### src/rtl/gic_pkg.sv
// package: register map, field positions, reset values, timing
package gic_pkg;
  // ------------------------------------------------------------
  // register word indices
  // ------------------------------------------------------------
  localparam logic [7:0] A_GLOBAL_MODE_REGISTER = 8'h00;
  localparam logic [7:0] A_GCMD = 8'h01;
  localparam logic [7:0] A_GSTAT = 8'h02;
  localparam logic [7:0] A_CFG_IQ = 8'h03;
  localparam logic [7:0] A_PER_IQ = 8'h04;
  localparam logic [7:0] A_IQLEN1 = 8'h05;
  localparam logic [7:0] A_IQLEN2 = 8'h06;
  localparam logic [5:0] A_RXIQ_HI = 6'h02;
  localparam logic [5:0] A_TXIQ_HI = 6'h03;
  localparam logic [2:0] A_CH_HI = 3'h1;
  localparam logic [5:0] A_BAUD_HI = 6'h10;
  // ------------------------------------------------------------
  // per channel sub-indices
  // ------------------------------------------------------------
  localparam logic [2:0] S_CHCFG = 3'h0;
  localparam logic [2:0] S_FIFO = 3'h1;
  localparam logic [2:0] S_BRX = 3'h2;
  localparam logic [2:0] S_BTX = 3'h3;
  localparam logic [2:0] S_LRX = 3'h4;
  localparam logic [2:0] S_LTX = 3'h5;
  localparam logic [2:0] S_SERIAL_CHANNEL_CONFIG_ZERO = 3'h6;
  localparam logic [2:0] S_SERIAL_CHANNEL_CONFIG_ONE = 3'h7;
  // ------------------------------------------------------------
  // field positions
  // ------------------------------------------------------------
  localparam int B_ENDIAN = 0;
  localparam int B_BURST = 1;
  localparam int B_PRIORITY_SCHEME_SELECT = 2;
  localparam int B_CHN = 3;
  localparam int B_PERIPHERAL_PIN_CONFIG = 4;
  localparam int B_LCD = 6;
  localparam int B_DESCRIPTOR_CHAIN_CONTROL = 7;
  localparam int B_AR = 0;
  localparam int B_DONE_IEN = 1;
  localparam int B_DONE = 0;
  localparam int B_ACTIVE = 1;
  localparam int B_DEMUX = 2;
  localparam int B_FAIL = 3;
  localparam int B_RFI = 0;
  localparam int B_TFI = 1;
  localparam int B_RDR = 2;
  localparam int B_RDT = 3;
  localparam int B_PWR = 7;
  localparam int B_RAC = 3;
  // ------------------------------------------------------------
  // reset values and timing
  // ------------------------------------------------------------
  localparam logic [31:0] RST_WORD = 32'h0000_0000;
  localparam logic [1:0] PINSET_LBUS = 2'h0;
  localparam int QBUILD_NS = 400;
  localparam int CLK_NS = 100;
  localparam logic [2:0] QBUILD_CYC = 3'((QBUILD_NS + CLK_NS - 1) / CLK_NS);
  localparam int NCH = 4;
endpackage

### src/rtl/gic_bus_if.sv
// interface: register bus between host and controller
`timescale 1ns/100ps
`default_nettype none
interface gic_bus_if;
  logic req;
  logic wr;
  logic [7:0] addr;
  logic [31:0] wdata;
  logic ack;
  logic [31:0] rdata;
  modport dev (input req, input wr, input addr, input wdata, output ack, output rdata);
  modport host (output req, output wr, output addr, output wdata, input ack, input rdata);
endinterface
`default_nettype wire

### src/rtl/gic_dev.sv
// device end: global configuration and initialization logic
// Overview of operation
// RULE_01: strap high means demux bus, low PCI
// RULE_02: PCI reset leaves port as local bus
// RULE_03: before action request, slave accesses only
// RULE_04: host reserves memory before action request
// RULE_05: endian bit selects byte order
// RULE_06: burst bit honoured only in demux mode
// RULE_07: two bits select channel priority scheme
// RULE_08: pin config and width pick pin set
// RULE_09: host sets queue bases, then lengths
// RULE_10: chain bit picks stop flag or compare
// RULE_11: host preps channel before channel config
// RULE_12: power switching keeps registers and state
// RULE_13: powered-down channel: clocks stopped, irqs dropped
// RULE_14: host orders clock, mode, port setup
// RULE_15: action request builds queues, sets done
// RULE_16: host powers channel, receiver off until active
// RULE_17: writes kept while channel powered down
`timescale 1ns/100ps
`default_nettype none
module gic_dev
  import gic_pkg::*;
(
  input wire logic ref_clk,
  input wire logic rstn,
  gic_bus_if.dev bus,
  input wire logic demux_strap,
  input wire logic [3:0] chan_event,
  input wire logic desc_check,
  input wire logic [1:0] desc_chan,
  input wire logic desc_is_tx,
  input wire logic desc_hold,
  input wire logic [31:0] desc_addr,
  output logic demux_mode_q,
  output logic master_en_q,
  output logic big_endian_q,
  output logic burst_en_q,
  output logic [1:0] prio_sel_q,
  output logic [1:0] pin_set_q,
  output logic bus_width_q,
  output logic irq_q,
  output logic desc_stop_q,
  output logic desc_valid_q,
  output logic [3:0] chan_clk_en_q,
  output logic [3:0] chan_irq_q,
  output logic [3:0] rx_dma_rst_q,
  output logic [3:0] tx_dma_rst_q
);
  // ------------------------------------------------------------
  // bus decode
  // ------------------------------------------------------------
  typedef enum logic [1:0] {Q_IDLE, Q_BUILD, Q_END} gic_qst_t;
  logic ack_q;
  logic [31:0] rdata_q;
  logic [31:0] global_mode_register_q;
  logic ien_q;
  logic done_q;
  logic fail_q;
  logic [31:0] cfgiq_q;
  logic [31:0] periq_q;
  logic [31:0] len1_q;
  logic [31:0] len2_q;
  logic st1_q;
  logic st2_q;
  logic [1:0] strap_cnt_q;
  gic_qst_t qst_q;
  logic [2:0] qcnt_q;
  logic [31:0] ch_rd [0:3];
  logic [31:0] baud_rd [0:3];
  logic [31:0] rxiq_rd [0:3];
  logic [31:0] txiq_rd [0:3];
  logic [31:0] lrx [0:3];
  logic [31:0] ltx [0:3];
  wire take = bus.req & ~ack_q;
  wire wr_take = take & bus.wr;
  wire [7:0] a = bus.addr;
  wire [31:0] wd = bus.wdata;
  wire [1:0] ci = a[1:0];
  wire is_ch = a[7:5] == A_CH_HI;
  wire is_baud = a[7:2] == A_BAUD_HI;
  wire is_rxiq = a[7:2] == A_RXIQ_HI;
  wire is_txiq = a[7:2] == A_TXIQ_HI;
  wire wr_global_mode_register = wr_take & (a == A_GLOBAL_MODE_REGISTER);
  wire wr_gcmd = wr_take & (a == A_GCMD);
  wire wr_gstat = wr_take & (a == A_GSTAT);
  wire ar_hit = wr_gcmd & wd[B_AR] & (qst_q == Q_IDLE);
  wire qlen_ok = (len1_q != RST_WORD) & (len2_q != RST_WORD);
  wire build_end = (qst_q == Q_BUILD) & (qcnt_q == 3'h1);
  wire done_set = build_end & qlen_ok;
  wire done_clr = wr_gstat & wd[B_DONE];
  wire [31:0] stat_word = {28'h0, fail_q, demux_mode_q, master_en_q, done_q};
  // read mux, unmapped words read as zero
  wire [31:0] rd_glob = (a == A_GLOBAL_MODE_REGISTER) ? global_mode_register_q :
                        (a == A_GCMD) ? {30'h0, ien_q, 1'b0} :
                        (a == A_GSTAT) ? stat_word :
                        (a == A_CFG_IQ) ? cfgiq_q :
                        (a == A_PER_IQ) ? periq_q :
                        (a == A_IQLEN1) ? len1_q :
                        (a == A_IQLEN2) ? len2_q : RST_WORD;
  wire [31:0] rd_mux = is_ch ? ch_rd[a[4:3]] :
                       is_baud ? baud_rd[ci] :
                       is_rxiq ? rxiq_rd[ci] :
                       is_txiq ? txiq_rd[ci] : rd_glob;
  wire [31:0] last_sel = desc_is_tx ? ltx[desc_chan] : lrx[desc_chan];
  wire stop_now = global_mode_register_q[B_DESCRIPTOR_CHAIN_CONTROL] ? (desc_addr == last_sel) : desc_hold; // RULE_10
  assign bus.ack = ack_q;
  assign bus.rdata = rdata_q;
  // ------------------------------------------------------------
  // bus answer: one cycle after the request is taken
  // ------------------------------------------------------------
  always_ff @(posedge ref_clk or negedge rstn) begin
    if (!rstn) begin
      ack_q <= 1'b0;
      rdata_q <= RST_WORD;
    end else begin
      ack_q <= take; // RULE_03
      rdata_q <= take ? rd_mux : RST_WORD;
    end
  end
  // ------------------------------------------------------------
  // strap capture
  // ------------------------------------------------------------
  // two flops first, the pin is asynchronous to ref_clk
  always_ff @(posedge ref_clk or negedge rstn) begin
    if (!rstn) begin
      st1_q <= 1'b0;
      st2_q <= 1'b0;
    end else begin
      st1_q <= demux_strap;
      st2_q <= st1_q;
    end
  end
  // caught once at edge three, when the sync chain holds the pin; a later strap change is ignored
  always_ff @(posedge ref_clk or negedge rstn) begin
    if (!rstn) begin
      strap_cnt_q <= 2'h0;
      demux_mode_q <= 1'b0;
    end else if (strap_cnt_q != 2'h3) begin
      strap_cnt_q <= strap_cnt_q + 2'h1;
      if (strap_cnt_q == 2'h2) demux_mode_q <= st2_q; // RULE_01
    end
  end
  // ------------------------------------------------------------
  // global registers
  // ------------------------------------------------------------
  // mode word resets to zero: pin set is local bus only
  always_ff @(posedge ref_clk or negedge rstn) begin
    if (!rstn) begin
      global_mode_register_q <= RST_WORD; // RULE_02
      ien_q <= 1'b0;
      cfgiq_q <= RST_WORD;
      periq_q <= RST_WORD;
      len1_q <= RST_WORD;
      len2_q <= RST_WORD;
    end else if (wr_take) begin
      if (wr_global_mode_register) global_mode_register_q <= {24'h0, wd[7:0]};
      if (a == A_GCMD) ien_q <= wd[B_DONE_IEN];
      if (a == A_CFG_IQ) cfgiq_q <= wd;
      if (a == A_PER_IQ) periq_q <= wd;
      if (a == A_IQLEN1) len1_q <= wd;
      if (a == A_IQLEN2) len2_q <= wd;
    end
  end
  // decoded mode outputs, registered so they come from flops
  always_ff @(posedge ref_clk or negedge rstn) begin
    if (!rstn) begin
      big_endian_q <= 1'b0;
      burst_en_q <= 1'b0;
      prio_sel_q <= 2'h0;
      pin_set_q <= PINSET_LBUS;
      bus_width_q <= 1'b0;
    end else begin
      big_endian_q <= global_mode_register_q[B_ENDIAN]; // RULE_05
      burst_en_q <= global_mode_register_q[B_BURST] & demux_mode_q; // RULE_06
      prio_sel_q <= {global_mode_register_q[B_CHN], global_mode_register_q[B_PRIORITY_SCHEME_SELECT]}; // RULE_07
      pin_set_q <= global_mode_register_q[B_PERIPHERAL_PIN_CONFIG+1:B_PERIPHERAL_PIN_CONFIG]; // RULE_08
      bus_width_q <= global_mode_register_q[B_LCD]; // RULE_08
    end
  end
  // ------------------------------------------------------------
  // action request: queue build sequence
  // ------------------------------------------------------------
  // zero queue length counts as a failed setup, no done flag
  always_ff @(posedge ref_clk or negedge rstn) begin
    if (!rstn) begin
      qst_q <= Q_IDLE;
      qcnt_q <= 3'h0;
    end else begin
      case (qst_q)
        Q_IDLE: begin
          if (ar_hit) begin
            qst_q <= Q_BUILD; // RULE_15
            qcnt_q <= QBUILD_CYC;
          end
        end
        Q_BUILD: begin
          qcnt_q <= qcnt_q - 3'h1;
          if (build_end) qst_q <= Q_END;
        end
        Q_END: qst_q <= Q_IDLE;
        default: qst_q <= Q_IDLE;
      endcase
    end
  end
  // done flag: set wins over a write-one clear in the same cycle
  always_ff @(posedge ref_clk or negedge rstn) begin
    if (!rstn) begin
      done_q <= 1'b0;
      fail_q <= 1'b0;
      master_en_q <= 1'b0;
      irq_q <= 1'b0;
    end else begin
      done_q <= done_set | (done_q & ~done_clr); // RULE_15
      if (build_end) fail_q <= ~qlen_ok;
      if (done_set) master_en_q <= 1'b1; // RULE_03
      irq_q <= (done_set | (done_q & ~done_clr)) & ien_q; // RULE_15
    end
  end
  // descriptor branch check, result one cycle later
  always_ff @(posedge ref_clk or negedge rstn) begin
    if (!rstn) begin
      desc_valid_q <= 1'b0;
      desc_stop_q <= 1'b0;
    end else begin
      desc_valid_q <= desc_check & master_en_q;
      if (desc_check) desc_stop_q <= stop_now; // RULE_10
    end
  end
  // ------------------------------------------------------------
  // per channel registers and power control
  // ------------------------------------------------------------
  for (genvar g = 0; g < NCH; g++) begin : g_ch
    logic [31:0] cr_q [0:7];
    logic [31:0] baud_q;
    logic [31:0] rxiq_q;
    logic [31:0] txiq_q;
    wire sel = wr_take & is_ch & (a[4:3] == 2'(g));
    wire selx = wr_take & (ci == 2'(g));
    wire pwr = cr_q[S_SERIAL_CHANNEL_CONFIG_ZERO][B_PWR];
    wire cfg_wr = sel & (a[2:0] == S_CHCFG);
    assign ch_rd[g] = cr_q[a[2:0]];
    assign baud_rd[g] = baud_q;
    assign rxiq_rd[g] = rxiq_q;
    assign txiq_rd[g] = txiq_q;
    assign lrx[g] = cr_q[S_LRX];
    assign ltx[g] = cr_q[S_LTX];
    // writes land regardless of power state
    always_ff @(posedge ref_clk or negedge rstn) begin
      if (!rstn) begin
        for (int i = 0; i < 8; i++) cr_q[i] <= RST_WORD;
        baud_q <= RST_WORD;
        rxiq_q <= RST_WORD;
        txiq_q <= RST_WORD;
      end else begin
        if (sel) cr_q[a[2:0]] <= wd; // RULE_17
        if (selx & is_baud) baud_q <= wd; // RULE_17
        if (selx & is_rxiq) rxiq_q <= wd;
        if (selx & is_txiq) txiq_q <= wd;
      end
    end
    // power only gates clocks and irqs, state is never cleared
    always_ff @(posedge ref_clk or negedge rstn) begin
      if (!rstn) begin
        chan_clk_en_q[g] <= 1'b0;
        chan_irq_q[g] <= 1'b0;
        rx_dma_rst_q[g] <= 1'b0;
        tx_dma_rst_q[g] <= 1'b0;
      end else begin
        chan_clk_en_q[g] <= pwr; // RULE_13 RULE_12
        chan_irq_q[g] <= chan_event[g] & pwr; // RULE_13
        rx_dma_rst_q[g] <= cfg_wr & wd[B_RDR];
        tx_dma_rst_q[g] <= cfg_wr & wd[B_RDT];
      end
    end
  end
endmodule
`default_nettype wire

### src/flat_wrapper.sv
// flat-port wrapper written by rule: the top's interface ports become plain ports
module gic_dev_flat import gic_pkg::*;
  (ref_clk, rstn, demux_strap, chan_event, desc_check, desc_chan, desc_is_tx, desc_hold, desc_addr, demux_mode_q, master_en_q, big_endian_q, burst_en_q, prio_sel_q, pin_set_q, bus_width_q, irq_q, desc_stop_q, desc_valid_q, chan_clk_en_q, chan_irq_q, rx_dma_rst_q, tx_dma_rst_q, bus_req, bus_wr, bus_addr, bus_wdata, bus_ack, bus_rdata);
  gic_bus_if bus_i ();
  input wire logic ref_clk;
  input wire logic rstn;
  input wire logic demux_strap;
  input wire logic [3:0] chan_event;
  input wire logic desc_check;
  input wire logic [1:0] desc_chan;
  input wire logic desc_is_tx;
  input wire logic desc_hold;
  input wire logic [31:0] desc_addr;
  output logic demux_mode_q;
  output logic master_en_q;
  output logic big_endian_q;
  output logic burst_en_q;
  output logic [1:0] prio_sel_q;
  output logic [1:0] pin_set_q;
  output logic bus_width_q;
  output logic irq_q;
  output logic desc_stop_q;
  output logic desc_valid_q;
  output logic [3:0] chan_clk_en_q;
  output logic [3:0] chan_irq_q;
  output logic [3:0] rx_dma_rst_q;
  output logic [3:0] tx_dma_rst_q;
  input wire logic [$bits(bus_i.req)-1:0] bus_req;
  input wire logic [$bits(bus_i.wr)-1:0] bus_wr;
  input wire logic [$bits(bus_i.addr)-1:0] bus_addr;
  input wire logic [$bits(bus_i.wdata)-1:0] bus_wdata;
  output wire logic [$bits(bus_i.ack)-1:0] bus_ack;
  output wire logic [$bits(bus_i.rdata)-1:0] bus_rdata;
  assign bus_i.req = bus_req;
  assign bus_i.wr = bus_wr;
  assign bus_i.addr = bus_addr;
  assign bus_i.wdata = bus_wdata;
  assign bus_ack = bus_i.ack;
  assign bus_rdata = bus_i.rdata;
  gic_dev u_core (.ref_clk(ref_clk), .rstn(rstn), .bus(bus_i), .demux_strap(demux_strap), .chan_event(chan_event), .desc_check(desc_check), .desc_chan(desc_chan), .desc_is_tx(desc_is_tx), .desc_hold(desc_hold), .desc_addr(desc_addr), .demux_mode_q(demux_mode_q), .master_en_q(master_en_q), .big_endian_q(big_endian_q), .burst_en_q(burst_en_q), .prio_sel_q(prio_sel_q), .pin_set_q(pin_set_q), .bus_width_q(bus_width_q), .irq_q(irq_q), .desc_stop_q(desc_stop_q), .desc_valid_q(desc_valid_q), .chan_clk_en_q(chan_clk_en_q), .chan_irq_q(chan_irq_q), .rx_dma_rst_q(rx_dma_rst_q), .tx_dma_rst_q(tx_dma_rst_q));
endmodule
### config.mk
export PLATFORM = sky130hd
export DESIGN_NAME = gic_dev_flat
export DESIGN_NICKNAME = d
export VERILOG_FILES = /design/src/rtl/gic_pkg.sv /design/src/rtl/gic_bus_if.sv /design/src/rtl/gic_dev.sv /design/src/flat_wrapper.sv
export SDC_FILE = /design/constraint.sdc
export NUM_CORES = 2
export LEC_CHECK = 0
export BUFFER_PORTS_ARGS = -buffer_cell sky130_fd_sc_hd__buf_2
export CAP_MARGIN = 15
export CORE_MARGIN = 5
export CORE_UTILIZATION = 50
export DETAILED_ROUTE_END_ITERATION = 8
export GPL_TIMING_DRIVEN = 0
export PLACE_DENSITY = 0.72
export SLEW_MARGIN = 20
export SYNTH_ARGS = -nofsm -noshare
export SYNTH_HDL_FRONTEND = slang
export SYNTH_SLANG_ARGS = --single-unit
### constraint.sdc
create_clock -name ref_clk -period 4.8 [get_ports ref_clk]
set_input_delay 0.72 -clock ref_clk [delete_from_list [all_inputs] [get_ports ref_clk]]
set_output_delay 0.72 -clock ref_clk [all_outputs]
set_load 0.01 [all_outputs]
Yosys cells after proc, flatten, opt, wreduce, memory -nomap -nowiden
Index checks and enable logic that the tools add are counted.

Register bits after elaboration: 1617. Input bits: 86. Word-level logic and storage cells: 248.

Add/sub/neg operators: 2. Magnitude comparators: 5. Eq/ne operators: 23. Muxes and demuxes: 55. Bitwise gates (word level): 60. Reduce and logical (&&, ||, !) cells: 18.

Operators with widths (number): 2-to-1 mux 32 bit (34); bitwise mux 256 bit (4); binary-select mux 32 bit (select 2 bit) (6); binary-select mux 32 bit (select 3 bit) (4); demux 32 bit (select 3 bit) (1); nonzero test 32 bit (2); bitwise AND 1 bit (52); == test 32 bit (1); == test 8 x 3 -> 1 bit, second input constant (3); AND reduction 2 bit (9); == test 8 x 2 -> 1 bit, second input constant (2); == test 6 x 2 -> 1 bit, second input constant (2); == test 2 bit, second input constant (5); >= comparator 3 bit, second input constant (3); inverter 2 -> 3 bit (3); == test 8 x 1 -> 1 bit, second input constant (1); zero test 8 bit (1); == test 2 x 1 -> 1 bit, second input constant (3); == test 3 x 1 -> 1 bit, second input constant (2); == test 6 x 5 -> 1 bit, second input constant (1); zero test 2 bit (3); one-hot mux 3 bit (2 select lines) (1); >= comparator 4 bit, second input constant (1); < comparator 4 x 1 -> 1 bit, second input constant (1); 14 further kinds (18).

Depth between registers and ports, before layout
Depth after elaboration: 13. Depth in mapped cells: 11. Gate-level depth less buffers: 8.

Worst setup path before layout
No wires, ideal clock.

Path type: input to register. From: in bus_addr[0]. To: reg u_core.rdata_q[4] (netlist: u_core.bus.rdata[4]). Arrival: 2.886 ns. Data required time: 4.668 ns. Path slack: 1.782 ns. Cell stages on the path: 7. Path buffers: 2. Cells stage by stage: buf_6 -> clkbuf_1 -> mux4_2 -> mux4_2 -> mux2_2 -> a221oi_1 -> nor2_1.

Longest elaborated chain between the ends: 13.

RTL lines: from (decl) (RTL line flat_wrapper.sv:30) `input wire logic [$bits(bus_i.addr)-1:0] bus_addr;`; == test 8 x 3 -> 1 bit (RTL line gic_dev.sv:100) `(a == A_IQLEN2) ? len2_q : RST_WORD;`; 2-to-1 mux 32 bit (RTL line gic_dev.sv:100); 2-to-1 mux 32 bit (RTL line gic_dev.sv:99) `(a == A_IQLEN1) ? len1_q :`; 2-to-1 mux 32 bit (RTL line gic_dev.sv:98) `(a == A_PER_IQ) ? periq_q :`; 2-to-1 mux 32 bit (RTL line gic_dev.sv:97) `(a == A_CFG_IQ) ? cfgiq_q :`; 2-to-1 mux 32 bit (RTL line gic_dev.sv:96) `(a == A_GSTAT) ? stat_word :`; 2-to-1 mux 32 bit (RTL line gic_dev.sv:95) `(a == A_GCMD) ? {30'h0, ien_q, 1'b0} :`; 2-to-1 mux 32 bit (RTL line gic_dev.sv:94) `wire [31:0] rd_glob = (a == A_GLOBAL_MODE_REGISTER) ? global_mode_register_q :`; 2-to-1 mux 32 bit (RTL line gic_dev.sv:104) `is_txiq ? txiq_rd[ci] : rd_glob;`; 2-to-1 mux 32 bit (RTL line gic_dev.sv:103) `is_rxiq ? rxiq_rd[ci] :`; 2-to-1 mux 32 bit (RTL line gic_dev.sv:102) `is_baud ? baud_rd[ci] :`; 2-to-1 mux 32 bit (*) (RTL line gic_dev.sv:101) `wire [31:0] rd_mux = is_ch ? ch_rd[a[4:3]] :`; 2-to-1 mux 32 bit (*) (RTL line gic_dev.sv:118) `rdata_q <= take ? rd_mux : RST_WORD;`; to (signal assigned) (RTL line gic_dev.sv:118); to (decl) (RTL line gic_dev.sv:55) `logic [31:0] rdata_q;`.

Mark *: on every way between the ends. The rest lies on a longest branch, timed or not. The select of a mux whose other input is x is not followed. A chain may end at the register's enable or synchronous reset.

Final worst setup path
From: in bus_addr[1]. To: reg u_core.rdata_q[2] (netlist: u_core.bus.rdata[2]).

Same word-level chain as after synthesis.

==> reports/results.ini <==
[power_and_ir_drop]
ir_drop_v=0.0003982
powerDensity_nw_per_um2=355.2
leakagePower_nw=40.79
power.total_w=0.02986

[placed_design]
place_hpwl_mm=197.6
dpl_cell_area_um2=78300
gp_congestion=1.052
io_buffers=111

[yosys]
muxShareOfSynthArea_pct=38.01
syn_avg_cell_area_um2=15.78
synth_top_family_by_area=multiplexers
synth-main-ff-cell=dfrtp_1
yosysSeqAreaShare_pct=54.51
synthArstFlopShare_pct=100.0
postSynthCellCount=4704
ys_warn_count=0
synthSimpleGateAreaFrac_pct=2.076
synth_cell_types=54
ys_ff_latch=1617
synth-compound-area-share_pct=2.125
synth.net_count=4794
synth_edf_count=0
synthAdderAreaFrac_pct=0.06741
synth-xor-area-share_pct=0.3539
syn_area_um2=74240

[floorplanning]
die_w_um=395.3
initial_core_util_pct=50.28
fp.coreArea_um2=147700
rows=141
die_area_um2=156300
die_y_um=395.3
design.portCount=147

[global_routing]
grt_antenna_before_repair=18
grt_max_degree=140
grt_pass1_vias=49049
grt_usage_pct=36.31
grt_pass1_wl_mm=391.8
grt-ovfl-total=0

[critical_path]
critical-path-max-stage-delay_ns=0.82
critical_path_class=input pin to flop
path_buf_inv=5
crit_path_end_kind=flop
worst_path_max_delay_cell=buf_2
path_max_fanout=19
cp.arrival_ns=4.75
start_kind=input pin
cpMostUsedCell=buf_2
path_cells=buf_2 > buf_2 > buf_2 > buf_4 > buf_2 > o21ai_0 > a32oi_1 > o22ai_1 > a221oi_1
cp.required_ns=5.43
cp_top_family=buffers and inverters

[clock_network]
numClockSinks=1617
clock_path_buffers=3
htree_levels=4
worstSkewPairLatency_ns=0.83
cts.repair.resized=0
path_clk_slew_ns=0.06
cts_setup_buffers=0
cts_root_buf=clkbuf_16
cts_made_buffers=170
cts_tree=yes

[route]
vias=48854
postRouteAntennaNets=0
routed_via_density=6.879
drc=0
drt_iter0_markers=6508
wl_per_cell_um=40.15
dr.pass1.iters=8
wl_mm=285.1

[sta]
finClkSkew_ns=0.03890
maxSlewHeadroom_pct=11.34
drv_slew=0
finalSetupTns_ns=0
setup_viol=0
finalHoldViolCount=0
min_period_over_period_pct=85.91
final.min_clock_period_ns=4.124
rsz0062_at_grt=no
fmax_ghz=0.2425
worstMarginPinSlew_ns=1.330

[cells_and_area]
nFillCells=11405
design_area_um2=84060
finalCoreUtilization_pct=56.93
layout-drive-gt1-share_pct=48.21
areaGrowthSynthToFinish_pct=13.23
nNetsFinal=5115

[job]
maxCapViolCount=0

[status]
outcome=finished, final reports clean

[min_path]
hp-class=input pin to flop

-- synth_stat cells (3+ instances only) --
cell type / number / area, um2
dfrtp_1: 1617 / 40460
mux2_2: 1327 / 14940
mux4_2: 472 / 10630
clkbuf_1: 232 / 870.8
mux2_1: 196 / 2207
buf_2: 145 / 725.7
nand2_1: 118 / 442.9
nor2_1: 75 / 281.5
o21ai_0: 51 / 255.2
buf_1: 50 / 187.7
a21oi_1: 49 / 245.2
mux2i_1: 44 / 440.4
a221oi_1: 40 / 350.3
buf_4: 35 / 262.8
nor4_1: 26 / 162.7
a22o_1: 23 / 201.4
a22oi_1: 19 / 142.6
nand2b_1: 17 / 106.4
nand3_1: 17 / 85.08
xor2_1: 17 / 148.9
a222oi_1: 14 / 140.1
xnor2_1: 13 / 113.9
and2_1: 9 / 56.30
nor3_1: 9 / 45.04
inv_1: 7 / 26.28
nand4_1: 7 / 43.79
a31oi_1: 6 / 37.54
a21o_1: 5 / 37.54
a41oi_1: 5 / 43.79
and3_1: 5 / 31.28
o22ai_1: 5 / 31.28
buf_6: 4 / 45.04
ha_1: 4 / 50.05
nand3b_1: 4 / 30.03
or3_1: 4 / 25.02
a211oi_1: 3 / 22.52
a32oi_1: 3 / 26.28
nor2b_1: 3 / 18.77
nor3_2: 3 / 30.03
or2_2: 3 / 18.77
-- repair_timing --
item	CTS	global route
hold buffers	2	0
endpoints found under the hold margin	74	0
setup endpoints to repair	1	0
-- stage by stage --
step	hold slack (ns)	std cells	setup slack, ns
6_report	0.1379	7102	0.6762
5_1_grt	0.1245	7086	0.7922
4_1_cts	0.1008	7085	0.7408
3_5_place_dp	0.3548	6782	-0.9219
3_3_place_gp	0.3338	6745	-32.49
2_1_floorplan	0.3312	4704	1.782
-- registers in the layout (all words and copies together) (netlist names), 2 cells and up --
register,count
u_core.g_ch.cr_q,1024
u_core.g_ch.baud_q,128
u_core.g_ch.rxiq_q,128
u_core.g_ch.txiq_q,128
u_core.bus.rdata,32
u_core.cfgiq_q,32
u_core.len1_q,32
u_core.len2_q,32
u_core.periq_q,32
u_core.global_mode_register_q,8
u_core.chan_clk_en_q,4
u_core.chan_irq_q,4
u_core.rx_dma_rst_q,4
u_core.tx_dma_rst_q,4
u_core.qcnt_q,3
u_core.pin_set_q,2
u_core.prio_sel_q,2
u_core.qst_q,2
u_core.strap_cnt_q,2
-- final timing paths --
| path | start | endpoint | slack [ns] | depth (start not counted) |
|---|---|---|---|---|
| setup reg to reg | u_core.bus.ack | u_core.g_ch[3].cr_q[173] | 0.82 | 9 |
| hold reg to reg | u_core.st1_q | u_core.st2_q | 0.37 | 0 |
| min in group asynchronous | rstn | u_core.chan_irq_q[1] | 0.41 | 2 |
| setup / recovery | bus_addr[1] | u_core.bus.rdata[2] | 0.68 | 9 |
| hold / removal | chan_event[0] | u_core.chan_irq_q[0] | 0.14 | 2 |
| max in group asynchronous | rstn | u_core.g_ch[1].cr_q[240] | 1.50 | 6 |
-- cells by family (layout without fill, tap and decap cells) --
kind of cell    Yosys count  after routing
compound gates          227            227
fa+ha+maj                 4              4
buf+inv                 474            925
other cells               0             17
flops                  1617           1617
xor+xnor                 30             30
simple gates            313            313
mux                    2039           2039
-- power breakdown --
part | switching, W | leakage (nW) | internal, W
logic | 0.00147 | 15.5 | 0.000697
clock network | 0.00571 | 2.80 | 0.00791
registers | 0.000168 | 22.5 | 0.0139
total | 0.00734 | 40.8 | 0.0225
-- per-layer routing --
metal,part of all wire (%),wire (um),up-vias,track usage (%)
li1,-,-,18274,-
met1,36,102900,26231,45.75
met2,42,119400,3421,50.81
met3,14,40360,922,16.93
met4,7.9,22470,6,22.62
met5,0.013,38,-,0.1539
-- area by class of cell --
cell class | instances | area, um2 | share of cell area [%]
sequential | 1617 | 40460 | 48.14
inverter | 8 | 30.03 | 0.03572
antenna | 17 | 42.54 | 0.05061
multi-input combinational | 2613 | 31680 | 37.68
timing repair buffer | 150 | 1572 | 1.869
clock inverter | 42 | 504.2 | 0.5998
buffer | 465 | 2170 | 2.581
tap | 1930 | 2415 | 2.873
clock buffer | 260 | 5190 | 6.174
-- worst reg2reg max path: stages (launching register included) --
cell and delay, ns:
dfrtp_1 0.36, nand2b_1 0.13, buf_2 0.24, inv_2 0.33
and2_1 0.20, buf_4 0.19, nand4_2 0.32, nor4b_2 0.84
buf_2 0.81, mux2_2 0.43
-- placed cells by master (no fill, tap or decap), drive strengths merged, types with 12 or more instances in the layout --
cell type  count
o21ai         52
nor4          29
mux2i         44
buf          381
dfrtp       1617
mux2        1523
nor2          75
clkinv        24
xor2          17
clkbuf       492
nand2        120
diode         17
nor3          12
a22o          23
a221oi        42
a21oi         49
nand3         17
nand2b        17
inv           12
mux4         472
a22oi         19
a222oi        14
xnor2         13
(Power assumes the default switching activity.)
